==> src/design/supervisor_pkg.sv <==
// Purpose: constants and types for the drive run supervisor
// Assumes: 125 MHz pclk, APB register access, 32-bit aligned words
// Notes: frequencies in 0.01 Hz, ramp times in 0.1 s, restart delay in ms
//
// Operation
// - fan fault policy 0 keeps the motor running on a fan fault.
// - relay function 18 drives the relay while the fan fault is present.
// - fan fault policy 1 stops the drive and shows a fault code.
// - with policy 1, relay function 17 reports the fan fault as a fault.
// - below the switch frequency use low-band ramps, else normal; low-band default 10.0 s.
// - digital input function 28 enters fire mode; relay function 27 shows it.
// - fire mode forces V/f control whatever method was configured.
// - fire mode runs at the emergency frequency, default 50.00 Hz, above jog.
// - fire mode uses fixed 10 s ramps that software cannot change.
// - fire mode ignores and hides the listed protective faults.
// - fire mode auto-restarts on OC, OV, LV, ground fault without retry limit.
// - fire mode never restarts after a hardware or keypad fault.
// - relay selectors accept 0 to 27; defaults 12 and 17.
package supervisor_pkg;
  // ----------------------------------------------------------------
  // register map
  // ----------------------------------------------------------------
  localparam logic [7:0] CTRL_OFS = 8'h00;
  localparam logic [7:0] RELAY_OFS = 8'h04;
  localparam logic [7:0] DIN_OFS = 8'h08;
  localparam logic [7:0] FREQ_OFS = 8'h0C;
  localparam logic [7:0] NRAMP_OFS = 8'h10;
  localparam logic [7:0] LRAMP_OFS = 8'h14;
  localparam logic [7:0] SWFREQ_OFS = 8'h18;
  localparam logic [7:0] EFREQ_OFS = 8'h1C;
  localparam logic [7:0] RESTART_OFS = 8'h20;
  localparam logic [7:0] STATUS_OFS = 8'h24;
  localparam logic [7:0] INT_STATUS_OFS = 8'h28;
  localparam logic [7:0] INT_MASK_OFS = 8'h2C;
  // ----------------------------------------------------------------
  // reset values and codes
  // ----------------------------------------------------------------
  localparam logic [4:0] RELAY1_RESET = 5'h0C;
  localparam logic [4:0] RELAY2_RESET = 5'h11;
  localparam logic [4:0] RELAY_MAX = 5'h1B;
  localparam logic [4:0] FN_FAULT_OUT = 5'h11;
  localparam logic [4:0] FN_FAN_ALARM = 5'h12;
  localparam logic [4:0] FN_FIRE_OUT = 5'h1B;
  localparam logic [7:0] FN_FIRE_IN = 8'h1C;
  localparam logic [15:0] LOW_RAMP_RESET = 16'h0064;
  localparam logic [15:0] NORM_RAMP_RESET = 16'h0032;
  localparam logic [15:0] FIRE_RAMP = 16'h0064;
  localparam logic [15:0] EFREQ_RESET = 16'h1388;
  localparam logic [1:0] METHOD_VF = 2'h0;
  localparam logic [1:0] POLICY_RUN = 2'h0;
  // ----------------------------------------------------------------
  // fault vector layout
  // ----------------------------------------------------------------
  localparam int FAN_BIT = 2;
  localparam logic [15:0] FIRE_IGNORE = 16'h03FF;
  localparam logic [15:0] AUTO_RESTART = 16'h3C00;
  localparam logic [15:0] NO_RESTART = 16'hC000;
  // ----------------------------------------------------------------
  // timing
  // ----------------------------------------------------------------
  localparam int CLK_PERIOD_NS = 8;
  localparam int RESTART_UNIT_NS = 1000000;
  localparam int MS_CYCLES = RESTART_UNIT_NS / CLK_PERIOD_NS;
  localparam int IRQ_W = 5;

  typedef struct packed {
    logic run;
    logic vf_mode;
    logic [1:0] method;
    logic [15:0] freq_ref;
    logic [15:0] accel_time;
    logic [15:0] decel_time;
  } drive_cmd_s;

  typedef enum logic {RS_IDLE, RS_WAIT} restart_e;
endpackage : supervisor_pkg

==> src/design/drive_run_supervisor.sv <==
// Purpose: fan fault policy, ramp selection, fire mode and fault restart
// Assumes: pins and fault inputs are asynchronous; oper_freq is on pclk
// Notes: zero-wait APB slave, read data captured in the setup cycle
`timescale 1ns/1ps
`default_nettype none
module drive_run_supervisor
  import supervisor_pkg::*;
#(
  parameter int MS_TICK = MS_CYCLES
) (
  input wire logic pclk,
  input wire logic presetn,
  input wire logic psel,
  input wire logic penable,
  input wire logic pwrite,
  input wire logic [7:0] paddr,
  input wire logic [31:0] pwdata,
  input wire logic [3:0] pstrb,
  output logic [31:0] prdata,
  output logic pready,
  output logic pslverr,
  input wire logic [3:0] din,
  input wire logic [15:0] fault_in,
  input wire logic [15:0] oper_freq,
  output drive_cmd_s drive_cmd,
  output logic relay1,
  output logic relay2,
  output logic [4:0] fault_code,
  output logic restart_pulse,
  output logic irq
);
  // ----------------------------------------------------------------
  // functions
  // ----------------------------------------------------------------
  function automatic logic [31:0] merge(input logic [31:0] old, input logic [31:0] nw,
                                        input logic [3:0] strb);
    logic [31:0] r;
    r = old;
    for (int i = 0; i < 4; i++) begin
      if (strb[i]) r[i*8 +: 8] = nw[i*8 +: 8];
    end
    return r;
  endfunction : merge

  function automatic logic [4:0] first_fault(input logic [15:0] f);
    logic [4:0] c;
    c = 5'h00;
    for (int i = 15; i >= 0; i--) begin
      if (f[i]) c = 5'(i + 1);
    end
    return c;
  endfunction : first_fault

  // ----------------------------------------------------------------
  // synchronisers
  // ----------------------------------------------------------------
  logic [19:0] sync1_reg;
  logic [19:0] sync2_reg;
  always_ff @(posedge pclk or negedge presetn) begin
    if (!presetn) begin
      sync1_reg <= 20'h00000;
      sync2_reg <= 20'h00000;
    end else begin
      sync1_reg <= {din, fault_in};
      sync2_reg <= sync1_reg;
    end
  end
  logic [3:0] din_s;
  logic [15:0] fault_s;
  assign din_s = sync2_reg[19:16];
  assign fault_s = sync2_reg[15:0];

  // ----------------------------------------------------------------
  // registers
  // ----------------------------------------------------------------
  logic [8:0] ctrl_reg;
  logic [4:0] relay1_function;
  logic [4:0] relay2_function;
  logic [31:0] din_func_reg;
  logic [31:0] freq_reg;
  logic [31:0] nramp_reg;
  logic [31:0] lramp_reg;
  logic [15:0] ramp_switch_frequency;
  logic [15:0] emergency_run_frequency;
  logic [23:0] restart_reg;
  logic [IRQ_W-1:0] int_status_reg;
  logic [IRQ_W-1:0] int_mask_reg;
  logic [IRQ_W-1:0] events;
  logic [7:0] retry_reg;
  logic [15:0] fault_latch_reg;
  logic fire;
  logic mapped;
  logic wr;
  logic [31:0] wv;
  logic [31:0] rd_next;
  logic [31:0] status;

  assign wr = psel && penable && pwrite && mapped;
  assign pready = 1'b1;
  assign pslverr = psel && penable && !mapped;
  assign mapped = (paddr[1:0] == 2'h0) && (paddr <= INT_MASK_OFS);

  always_comb begin
    wv = 32'h00000000;
    unique case (paddr)
      CTRL_OFS: wv = {23'h000000, ctrl_reg};
      RELAY_OFS: wv = {19'h00000, relay2_function, 3'h0, relay1_function};
      DIN_OFS: wv = din_func_reg;
      FREQ_OFS: wv = freq_reg;
      NRAMP_OFS: wv = nramp_reg;
      LRAMP_OFS: wv = lramp_reg;
      SWFREQ_OFS: wv = {16'h0000, ramp_switch_frequency};
      EFREQ_OFS: wv = {16'h0000, emergency_run_frequency};
      RESTART_OFS: wv = {8'h00, restart_reg};
      STATUS_OFS: wv = status;
      INT_STATUS_OFS: wv = {27'h0000000, int_status_reg};
      INT_MASK_OFS: wv = {27'h0000000, int_mask_reg};
      default: wv = 32'h00000000;
    endcase
    rd_next = merge(wv, pwdata, pstrb);
  end

  always_ff @(posedge pclk or negedge presetn) begin
    if (!presetn) begin
      prdata <= 32'h00000000;
    end else if (psel && !penable && !pwrite) begin
      prdata <= wv;
    end
  end

  logic [31:0] relay_new;
  assign relay_new = rd_next;

  always_ff @(posedge pclk or negedge presetn) begin
    if (!presetn) begin
      ctrl_reg <= 9'h000;
      relay1_function <= RELAY1_RESET;
      relay2_function <= RELAY2_RESET;
      din_func_reg <= 32'h00000000;
      freq_reg <= 32'h00000000;
      nramp_reg <= {NORM_RAMP_RESET, NORM_RAMP_RESET};
      lramp_reg <= {LOW_RAMP_RESET, LOW_RAMP_RESET};
      ramp_switch_frequency <= 16'h0000;
      emergency_run_frequency <= EFREQ_RESET;
      restart_reg <= 24'h000000;
      int_mask_reg <= 5'h00;
    end else begin
      ctrl_reg[8] <= 1'b0; // fault reset is a self-clearing strobe
      if (wr) begin
        unique case (paddr)
          CTRL_OFS: ctrl_reg <= rd_next[8:0];
          RELAY_OFS: begin
            // out-of-range selectors are dropped, the old function stays
            if (relay_new[4:0] <= RELAY_MAX) relay1_function <= relay_new[4:0];
            if (relay_new[12:8] <= RELAY_MAX) relay2_function <= relay_new[12:8];
          end
          DIN_OFS: din_func_reg <= rd_next;
          FREQ_OFS: freq_reg <= rd_next;
          NRAMP_OFS: nramp_reg <= rd_next;
          LRAMP_OFS: lramp_reg <= rd_next;
          SWFREQ_OFS: ramp_switch_frequency <= rd_next[15:0];
          EFREQ_OFS: emergency_run_frequency <= rd_next[15:0];
          RESTART_OFS: restart_reg <= rd_next[23:0];
          INT_MASK_OFS: int_mask_reg <= rd_next[IRQ_W-1:0];
          default: ;
        endcase
      end
    end
  end

  // ----------------------------------------------------------------
  // fire mode
  // ----------------------------------------------------------------
  logic fire_reg;
  always_comb begin
    fire = 1'b0;
    for (int i = 0; i < 4; i++) begin
      if (din_s[i] && din_func_reg[i*8 +: 8] == FN_FIRE_IN) fire = 1'b1;
    end
  end

  // ----------------------------------------------------------------
  // fault handling
  // ----------------------------------------------------------------
  logic [15:0] live;
  logic [15:0] trips;
  logic fan_alarm;
  logic fault_active;
  logic fault_reset;
  logic restart_ok;
  logic restart_done;
  restart_e rs_reg;
  logic [15:0] delay_ms_reg;
  logic [$clog2(MS_TICK+1)-1:0] tick_reg;

  assign fault_reset = ctrl_reg[8];
  // hidden faults are neither latched nor shown while fire mode holds
  assign live = fault_s & ~(fire ? FIRE_IGNORE : 16'h0000);
  // policy 0 keeps running: the fan fault never becomes a trip
  assign trips = live & ~((ctrl_reg[2] == POLICY_RUN[0]) ? (16'h0001 << FAN_BIT) : 16'h0000);
  assign fan_alarm = live[FAN_BIT];
  assign fault_active = |fault_latch_reg;
  assign fault_code = first_fault(fault_latch_reg);
  assign restart_ok = fault_active && ((fault_latch_reg & ~AUTO_RESTART) == 16'h0000)
                      && ((fault_latch_reg & NO_RESTART) == 16'h0000)
                      && (fire || retry_reg < restart_reg[23:16]);
  assign restart_done = (rs_reg == RS_WAIT) && (delay_ms_reg >= restart_reg[15:0])
                        && restart_ok;

  always_ff @(posedge pclk or negedge presetn) begin
    if (!presetn) begin
      fault_latch_reg <= 16'h0000;
    end else if (restart_done || fault_reset) begin
      fault_latch_reg <= trips; // a fault still present re-trips at once
    end else begin
      // fire mode clears faults it is told to ignore
      fault_latch_reg <= (fault_latch_reg & ~(fire ? FIRE_IGNORE : 16'h0000)) | trips;
    end
  end

  always_ff @(posedge pclk or negedge presetn) begin
    if (!presetn) begin
      rs_reg <= RS_IDLE;
      delay_ms_reg <= 16'h0000;
      tick_reg <= '0;
    end else begin
      unique case (rs_reg)
        RS_IDLE: begin
          delay_ms_reg <= 16'h0000;
          tick_reg <= '0;
          if (restart_ok) rs_reg <= RS_WAIT;
        end
        RS_WAIT: begin
          if (!restart_ok || restart_done) begin
            rs_reg <= RS_IDLE;
          end else if (tick_reg == ($bits(tick_reg))'(MS_TICK - 1)) begin
            tick_reg <= '0;
            delay_ms_reg <= delay_ms_reg + 16'h0001;
          end else begin
            tick_reg <= tick_reg + 1'b1;
          end
        end
      endcase
    end
  end

  always_ff @(posedge pclk or negedge presetn) begin
    if (!presetn) begin
      retry_reg <= 8'h00;
      restart_pulse <= 1'b0;
    end else begin
      restart_pulse <= restart_done;
      if (fault_reset) retry_reg <= 8'h00;
      else if (restart_done && retry_reg != 8'hFF) retry_reg <= retry_reg + 8'h01;
    end
  end

  // ----------------------------------------------------------------
  // drive command and relays
  // ----------------------------------------------------------------
  logic low_band;
  assign low_band = oper_freq < ramp_switch_frequency;

  function automatic logic relay_drive(input logic [4:0] fn, input logic fa, input logic fan,
                                       input logic fm);
    return (fn == FN_FAULT_OUT && fa) || (fn == FN_FAN_ALARM && fan) || (fn == FN_FIRE_OUT && fm);
  endfunction : relay_drive

  always_ff @(posedge pclk or negedge presetn) begin
    if (!presetn) begin
      drive_cmd <= '0;
      relay1 <= 1'b0;
      relay2 <= 1'b0;
      fire_reg <= 1'b0;
    end else begin
      fire_reg <= fire;
      // stop on a latched trip; with policy 1 the fan fault is one of them
      drive_cmd.run <= ctrl_reg[0] && !fault_active;
      drive_cmd.vf_mode <= fire || ctrl_reg[4:3] == METHOD_VF;
      drive_cmd.method <= fire ? METHOD_VF : ctrl_reg[4:3];
      if (fire) drive_cmd.freq_ref <= emergency_run_frequency;
      else if (ctrl_reg[1]) drive_cmd.freq_ref <= freq_reg[31:16];
      else drive_cmd.freq_ref <= freq_reg[15:0];
      if (fire) begin
        drive_cmd.accel_time <= FIRE_RAMP;
        drive_cmd.decel_time <= FIRE_RAMP;
      end else if (low_band) begin
        drive_cmd.accel_time <= lramp_reg[15:0];
        drive_cmd.decel_time <= lramp_reg[31:16];
      end else begin
        drive_cmd.accel_time <= nramp_reg[15:0];
        drive_cmd.decel_time <= nramp_reg[31:16];
      end
      relay1 <= relay_drive(relay1_function, fault_active, fan_alarm, fire);
      relay2 <= relay_drive(relay2_function, fault_active, fan_alarm, fire);
    end
  end

  // ----------------------------------------------------------------
  // status and interrupts
  // ----------------------------------------------------------------
  logic fan_d_reg;
  logic fault_d_reg;
  always_ff @(posedge pclk or negedge presetn) begin
    if (!presetn) begin
      fan_d_reg <= 1'b0;
      fault_d_reg <= 1'b0;
    end else begin
      fan_d_reg <= fan_alarm;
      fault_d_reg <= fault_active;
    end
  end

  assign events = {restart_done, fan_alarm && !fan_d_reg, fault_active && !fault_d_reg,
                   fire_reg && !fire, fire && !fire_reg};
  assign status = {8'h00, retry_reg, 3'h0, fault_code, 2'h0, low_band, relay2, relay1,
                   fault_active, drive_cmd.run, fire_reg};

  always_ff @(posedge pclk or negedge presetn) begin
    if (!presetn) begin
      int_status_reg <= 5'h00;
    end else begin
      // a new event wins over a write-one-to-clear in the same cycle
      if (wr && paddr == INT_STATUS_OFS) begin
        int_status_reg <= (int_status_reg & ~rd_next[IRQ_W-1:0]) | events;
      end else begin
        int_status_reg <= int_status_reg | events;
      end
    end
  end

  assign irq = |(int_status_reg & int_mask_reg);
endmodule : drive_run_supervisor
`default_nettype wire

==> config.mk <==
export PLATFORM = sky130hd
export DESIGN_NAME = drive_run_supervisor
export DESIGN_NICKNAME = d
export VERILOG_FILES = /design/src/design/supervisor_pkg.sv /design/src/design/drive_run_supervisor.sv
export SDC_FILE = /design/constraint.sdc
export NUM_CORES = 1
export LEC_CHECK = 0
export ABC_CLOCK_PERIOD_IN_PS = 2400
export BUFFER_PORTS_ARGS = -buffer_cell sky130_fd_sc_hd__buf_2
export CAP_MARGIN = 20
export CELL_PAD_IN_SITES_DETAIL_PLACEMENT = 0
export CELL_PAD_IN_SITES_GLOBAL_PLACEMENT = 1
export CORE_MARGIN = 3
export CORE_UTILIZATION = 24
export DETAILED_ROUTE_END_ITERATION = 8
export GPL_TIMING_DRIVEN = 0
export PLACE_DENSITY_LB_ADDON = 0.1
export REMOVE_ABC_BUFFERS = 1
export SYNTH_ARGS = -nofsm -noshare
export SYNTH_HDL_FRONTEND = slang
export SYNTH_SLANG_ARGS = --single-unit
==> constraint.sdc <==
create_clock -name pclk -period 2.4 [get_ports pclk]
set_input_delay 0.48 -clock pclk [delete_from_list [all_inputs] [get_ports pclk]]
set_output_delay 0.48 -clock pclk [all_outputs]
set_load 0.02 [all_outputs]
==> results.py <==
metrics = {
    "status": {
        "status": "finished with violations",
        "violations": "setup timing",
    },
    "global_route": {
        "grt_pass1_wl_mm": 114,
        "grt_usage_pct": 18.8,
        "first_global_vias": 16100,
        "gr-total-overflow": 0,
        "grt_max_degree": 105,
        "antenna_found_initial": 7,
    },
    "layout": {
        "regArea_um2": 10100,
        "design_area_um2": 25500,
        "fin_nets": 2273,
        "layout_common_cells": "dfrtp_1, nand2_1, o21ai_0",
        "fin_cells": 3220,
        "fillCellCount": 7892,
        "mostFrequentLayoutCell": "dfrtp_1",
        "regMostFlops": "drive_cmd",
        "layout-drive-gt1-share_pct": 32.3,
        "multi_input_area_um2": 8980,
        "fin_util_pct": 33.3,
        "syn_to_final_growth_pct": 36.3,
        "largest_reg_flops": 52,
    },
    "floorplan": {
        "start_util_pct": 24.5,
        "row_count": 101,
        "io_pins": 180,
        "die_y_um": 285,
        "die-area_um2": 81400,
        "fp.coreArea_um2": 76600,
        "die_w_um": 285,
    },
    "sta": {
        "finalCritPeriodShare_pct": 118,
        "clock-skew-final_ns": 0.0282,
        "setup_tns_ns": -19.34,
        "holdWs_ns": 0.226,
        "clock.fmax_mhz": 352,
        "rsz0062_at_grt": "true",
        "report.final.slew_viol_count": 0,
        "fin_ws_ns": -0.439,
        "worst_pin_slew_ns": 0.895,
        "post-route-min-period_ns": 2.84,
        "relSlewSlack_pct": 40.1,
        "hold_violations": 0,
        "finalSetupViolations": 71,
    },
    "cts": {
        "clk_path_buf_depth": 3,
        "cts_max_level": 2,
        "clkTransAtPathRegs_ns": 0.06,
        "clock_latency_ns": 0.60,
        "cts_root_buf": "clkbuf_16",
        "cts.sinks": 401,
        "cts_inserted_buffers": 51,
        "cts_tree": "yes",
    },
    "critical_path": {
        "rrSetupSlack_ns": -0.44,
        "r2r_start": "retry_reg[7]",
        "r2r_end": "tick_reg[4]",
        "cp-endpoint": "tick_reg[4]",
        "crit_path_start_kind": "flop",
        "required_ns": 2.92,
        "crit_fanout": 6,
        "critPathCaptureType": "flop",
        "path_class": "reg -> reg",
        "arrival_ns": 3.36,
        "cp-startpoint": "retry_reg[7]",
        "rr_worst_depth": 10,
    },
    "place": {
        "gp_congestion": 0.795,
        "dp.cells": 2980,
        "io_buffers": 178,
        "dpl.hpwl_mm": 51.3,
        "place_ws_ns": -2.04,
        "place_area_um2": 21200,
    },
    "worst_hold_path": {
        "hold_path.class": "in -> reg",
        "hold_depth": 3,
    },
    "power": {
        "power.leakage_nw": 11.0,
        "ir_worst_vdd_mv": 0.473,
        "power.density_nw_per_um2": 628,
        "power_mw": 16.0,
    },
    "yosys": {
        "syn_area_um2": 18700,
        "synth-seq-cells": 401,
        "ys_types": 91,
        "yosys_most_used_dff": "dfrtp_1",
        "synth_edf_count": 0,
        "async_flop_share_pct": 100,
        "syn_inst": 1857,
        "yosys_warnings": 0,
        "ys_seq_area_share_pct": 53.7,
        "avgSynthCellArea_um2": 10.1,
    },
    "routing": {
        "drt_iter0_drc": 1170,
        "vias_per_cell": 4.95,
        "drtPass1Iterations": 5,
        "drc": 0,
        "ant_nets": 0,
        "wl_per_cell_um": 24.2,
        "route.vias.total": 15900,
        "finalWirelength_mm": 77.8,
    },
    "run": {
        "cap_violations": 0,
    },
}
-- cell families (layout without fill, tap and decap cells) --
kind of cell	Yosys count	in the layout	share of synthesized area, %
other cells	1	4	0.0200
simple gates	561	561	14.8
xor+xnor	1	1	0.0468
compound gates	539	539	18.2
buf+inv	205	535	4.31
fa+ha+maj	41	41	2.74
mux	108	108	6.20
flops	401	401	53.7
-- layer usage --
layer  part of all wire [%]  global-route usage [%]
met5                  0.040                       0
met4                    2.2                    4.53
met3                    5.9                    3.69
met2                     45                    28.7
met1                     47                    27.3
-- worst max-delay path, cell delays in order, from the launching register on --
cell      delay (ns)
dfrtp_1         0.46
ha_1            0.33
a211oi_2        0.37
o221ai_2        0.28
a31oi_4         0.29
buf_6           0.14
buf_6           0.09
a31oi_4         0.12
buf_6           0.16
or4_1           0.45
nand2_1         0.07
-- how the worst min path moves through the flow --
| stage | from | endpoint | slack, ns |
|---|---|---|---|
| 6_report | pwdata[8] | ctrl_reg[8] | 0.23 |
| 5_1_grt | pwdata[8] | ctrl_reg[8] | 0.23 |
| 4_1_cts | pwdata[8] | ctrl_reg[8] | 0.18 |
| 3_5_place_dp | sync1_reg[13] | sync2_reg[13] | 0.33 |
| 3_3_place_gp | sync1_reg[13] | sync2_reg[13] | 0.33 |
| 2_1_floorplan | presetn | ctrl_reg[0] | 0.18 |
-- power by group --
group,leakage [nW],internal [mW],switching (mW)
Combinational,4.89,0.336,0.656
Clock,0.868,4.94,3.21
Sequential,5.23,6.86,0.0445
Total,11.0,12.1,3.91
-- area by class of cell --
type	count	share of cell area, %
clock inverter	20	1.01
inverter	82	1.32
timing repair buffer	358	11.9
multi-input combinational	1251	35.2
antenna	3	0.0294
sequential	401	39.5
clock buffer	73	5.95
timing repair inverter	2	0.108
tap	1030	5.05
-- cells in the mapped netlist (5+ instances only) --
cell type | number | area (um2)
and3_1 | 22 | 138
a22o_1 | 6 | 52.6
mux2i_1 | 55 | 551
nor3_1 | 25 | 125
nor4_1 | 13 | 81.3
nor4b_1 | 5 | 43.8
a21o_1 | 15 | 113
a22oi_1 | 40 | 300
o21ai_0 | 226 | 1130
a21boi_0 | 10 | 75.1
dfstp_2 | 21 | 552
nand2b_1 | 9 | 56.3
nor2_1 | 75 | 282
nor3b_1 | 5 | 37.5
a222oi_1 | 21 | 210
o211ai_1 | 7 | 52.6
a211oi_1 | 6 | 45.0
or4_1 | 12 | 90.1
buf_2 | 18 | 90.1
a31oi_1 | 12 | 75.1
a21oi_1 | 100 | 500
o31ai_1 | 34 | 255
inv_1 | 77 | 289
clkbuf_1 | 98 | 368
nand4_1 | 40 | 250
dfrtp_1 | 380 | 9510
or3_1 | 21 | 131
nand2_1 | 233 | 875
and2_1 | 12 | 75.1
mux2_2 | 51 | 574
o21a_1 | 7 | 52.6
ha_1 | 41 | 513
nand3_1 | 53 | 265
nor2b_1 | 6 | 37.5
-- timing repair --
item	4_1_cts	5_1_grt
hold endpoints to repair	73	0
hold buffers	21	0
pin swaps	87	63
gates cloned	5	2
endpoints found under the setup margin	360	151
setup buffers	81	39
gates resized for setup	212	107
Power figures use the tool's default switching activity.
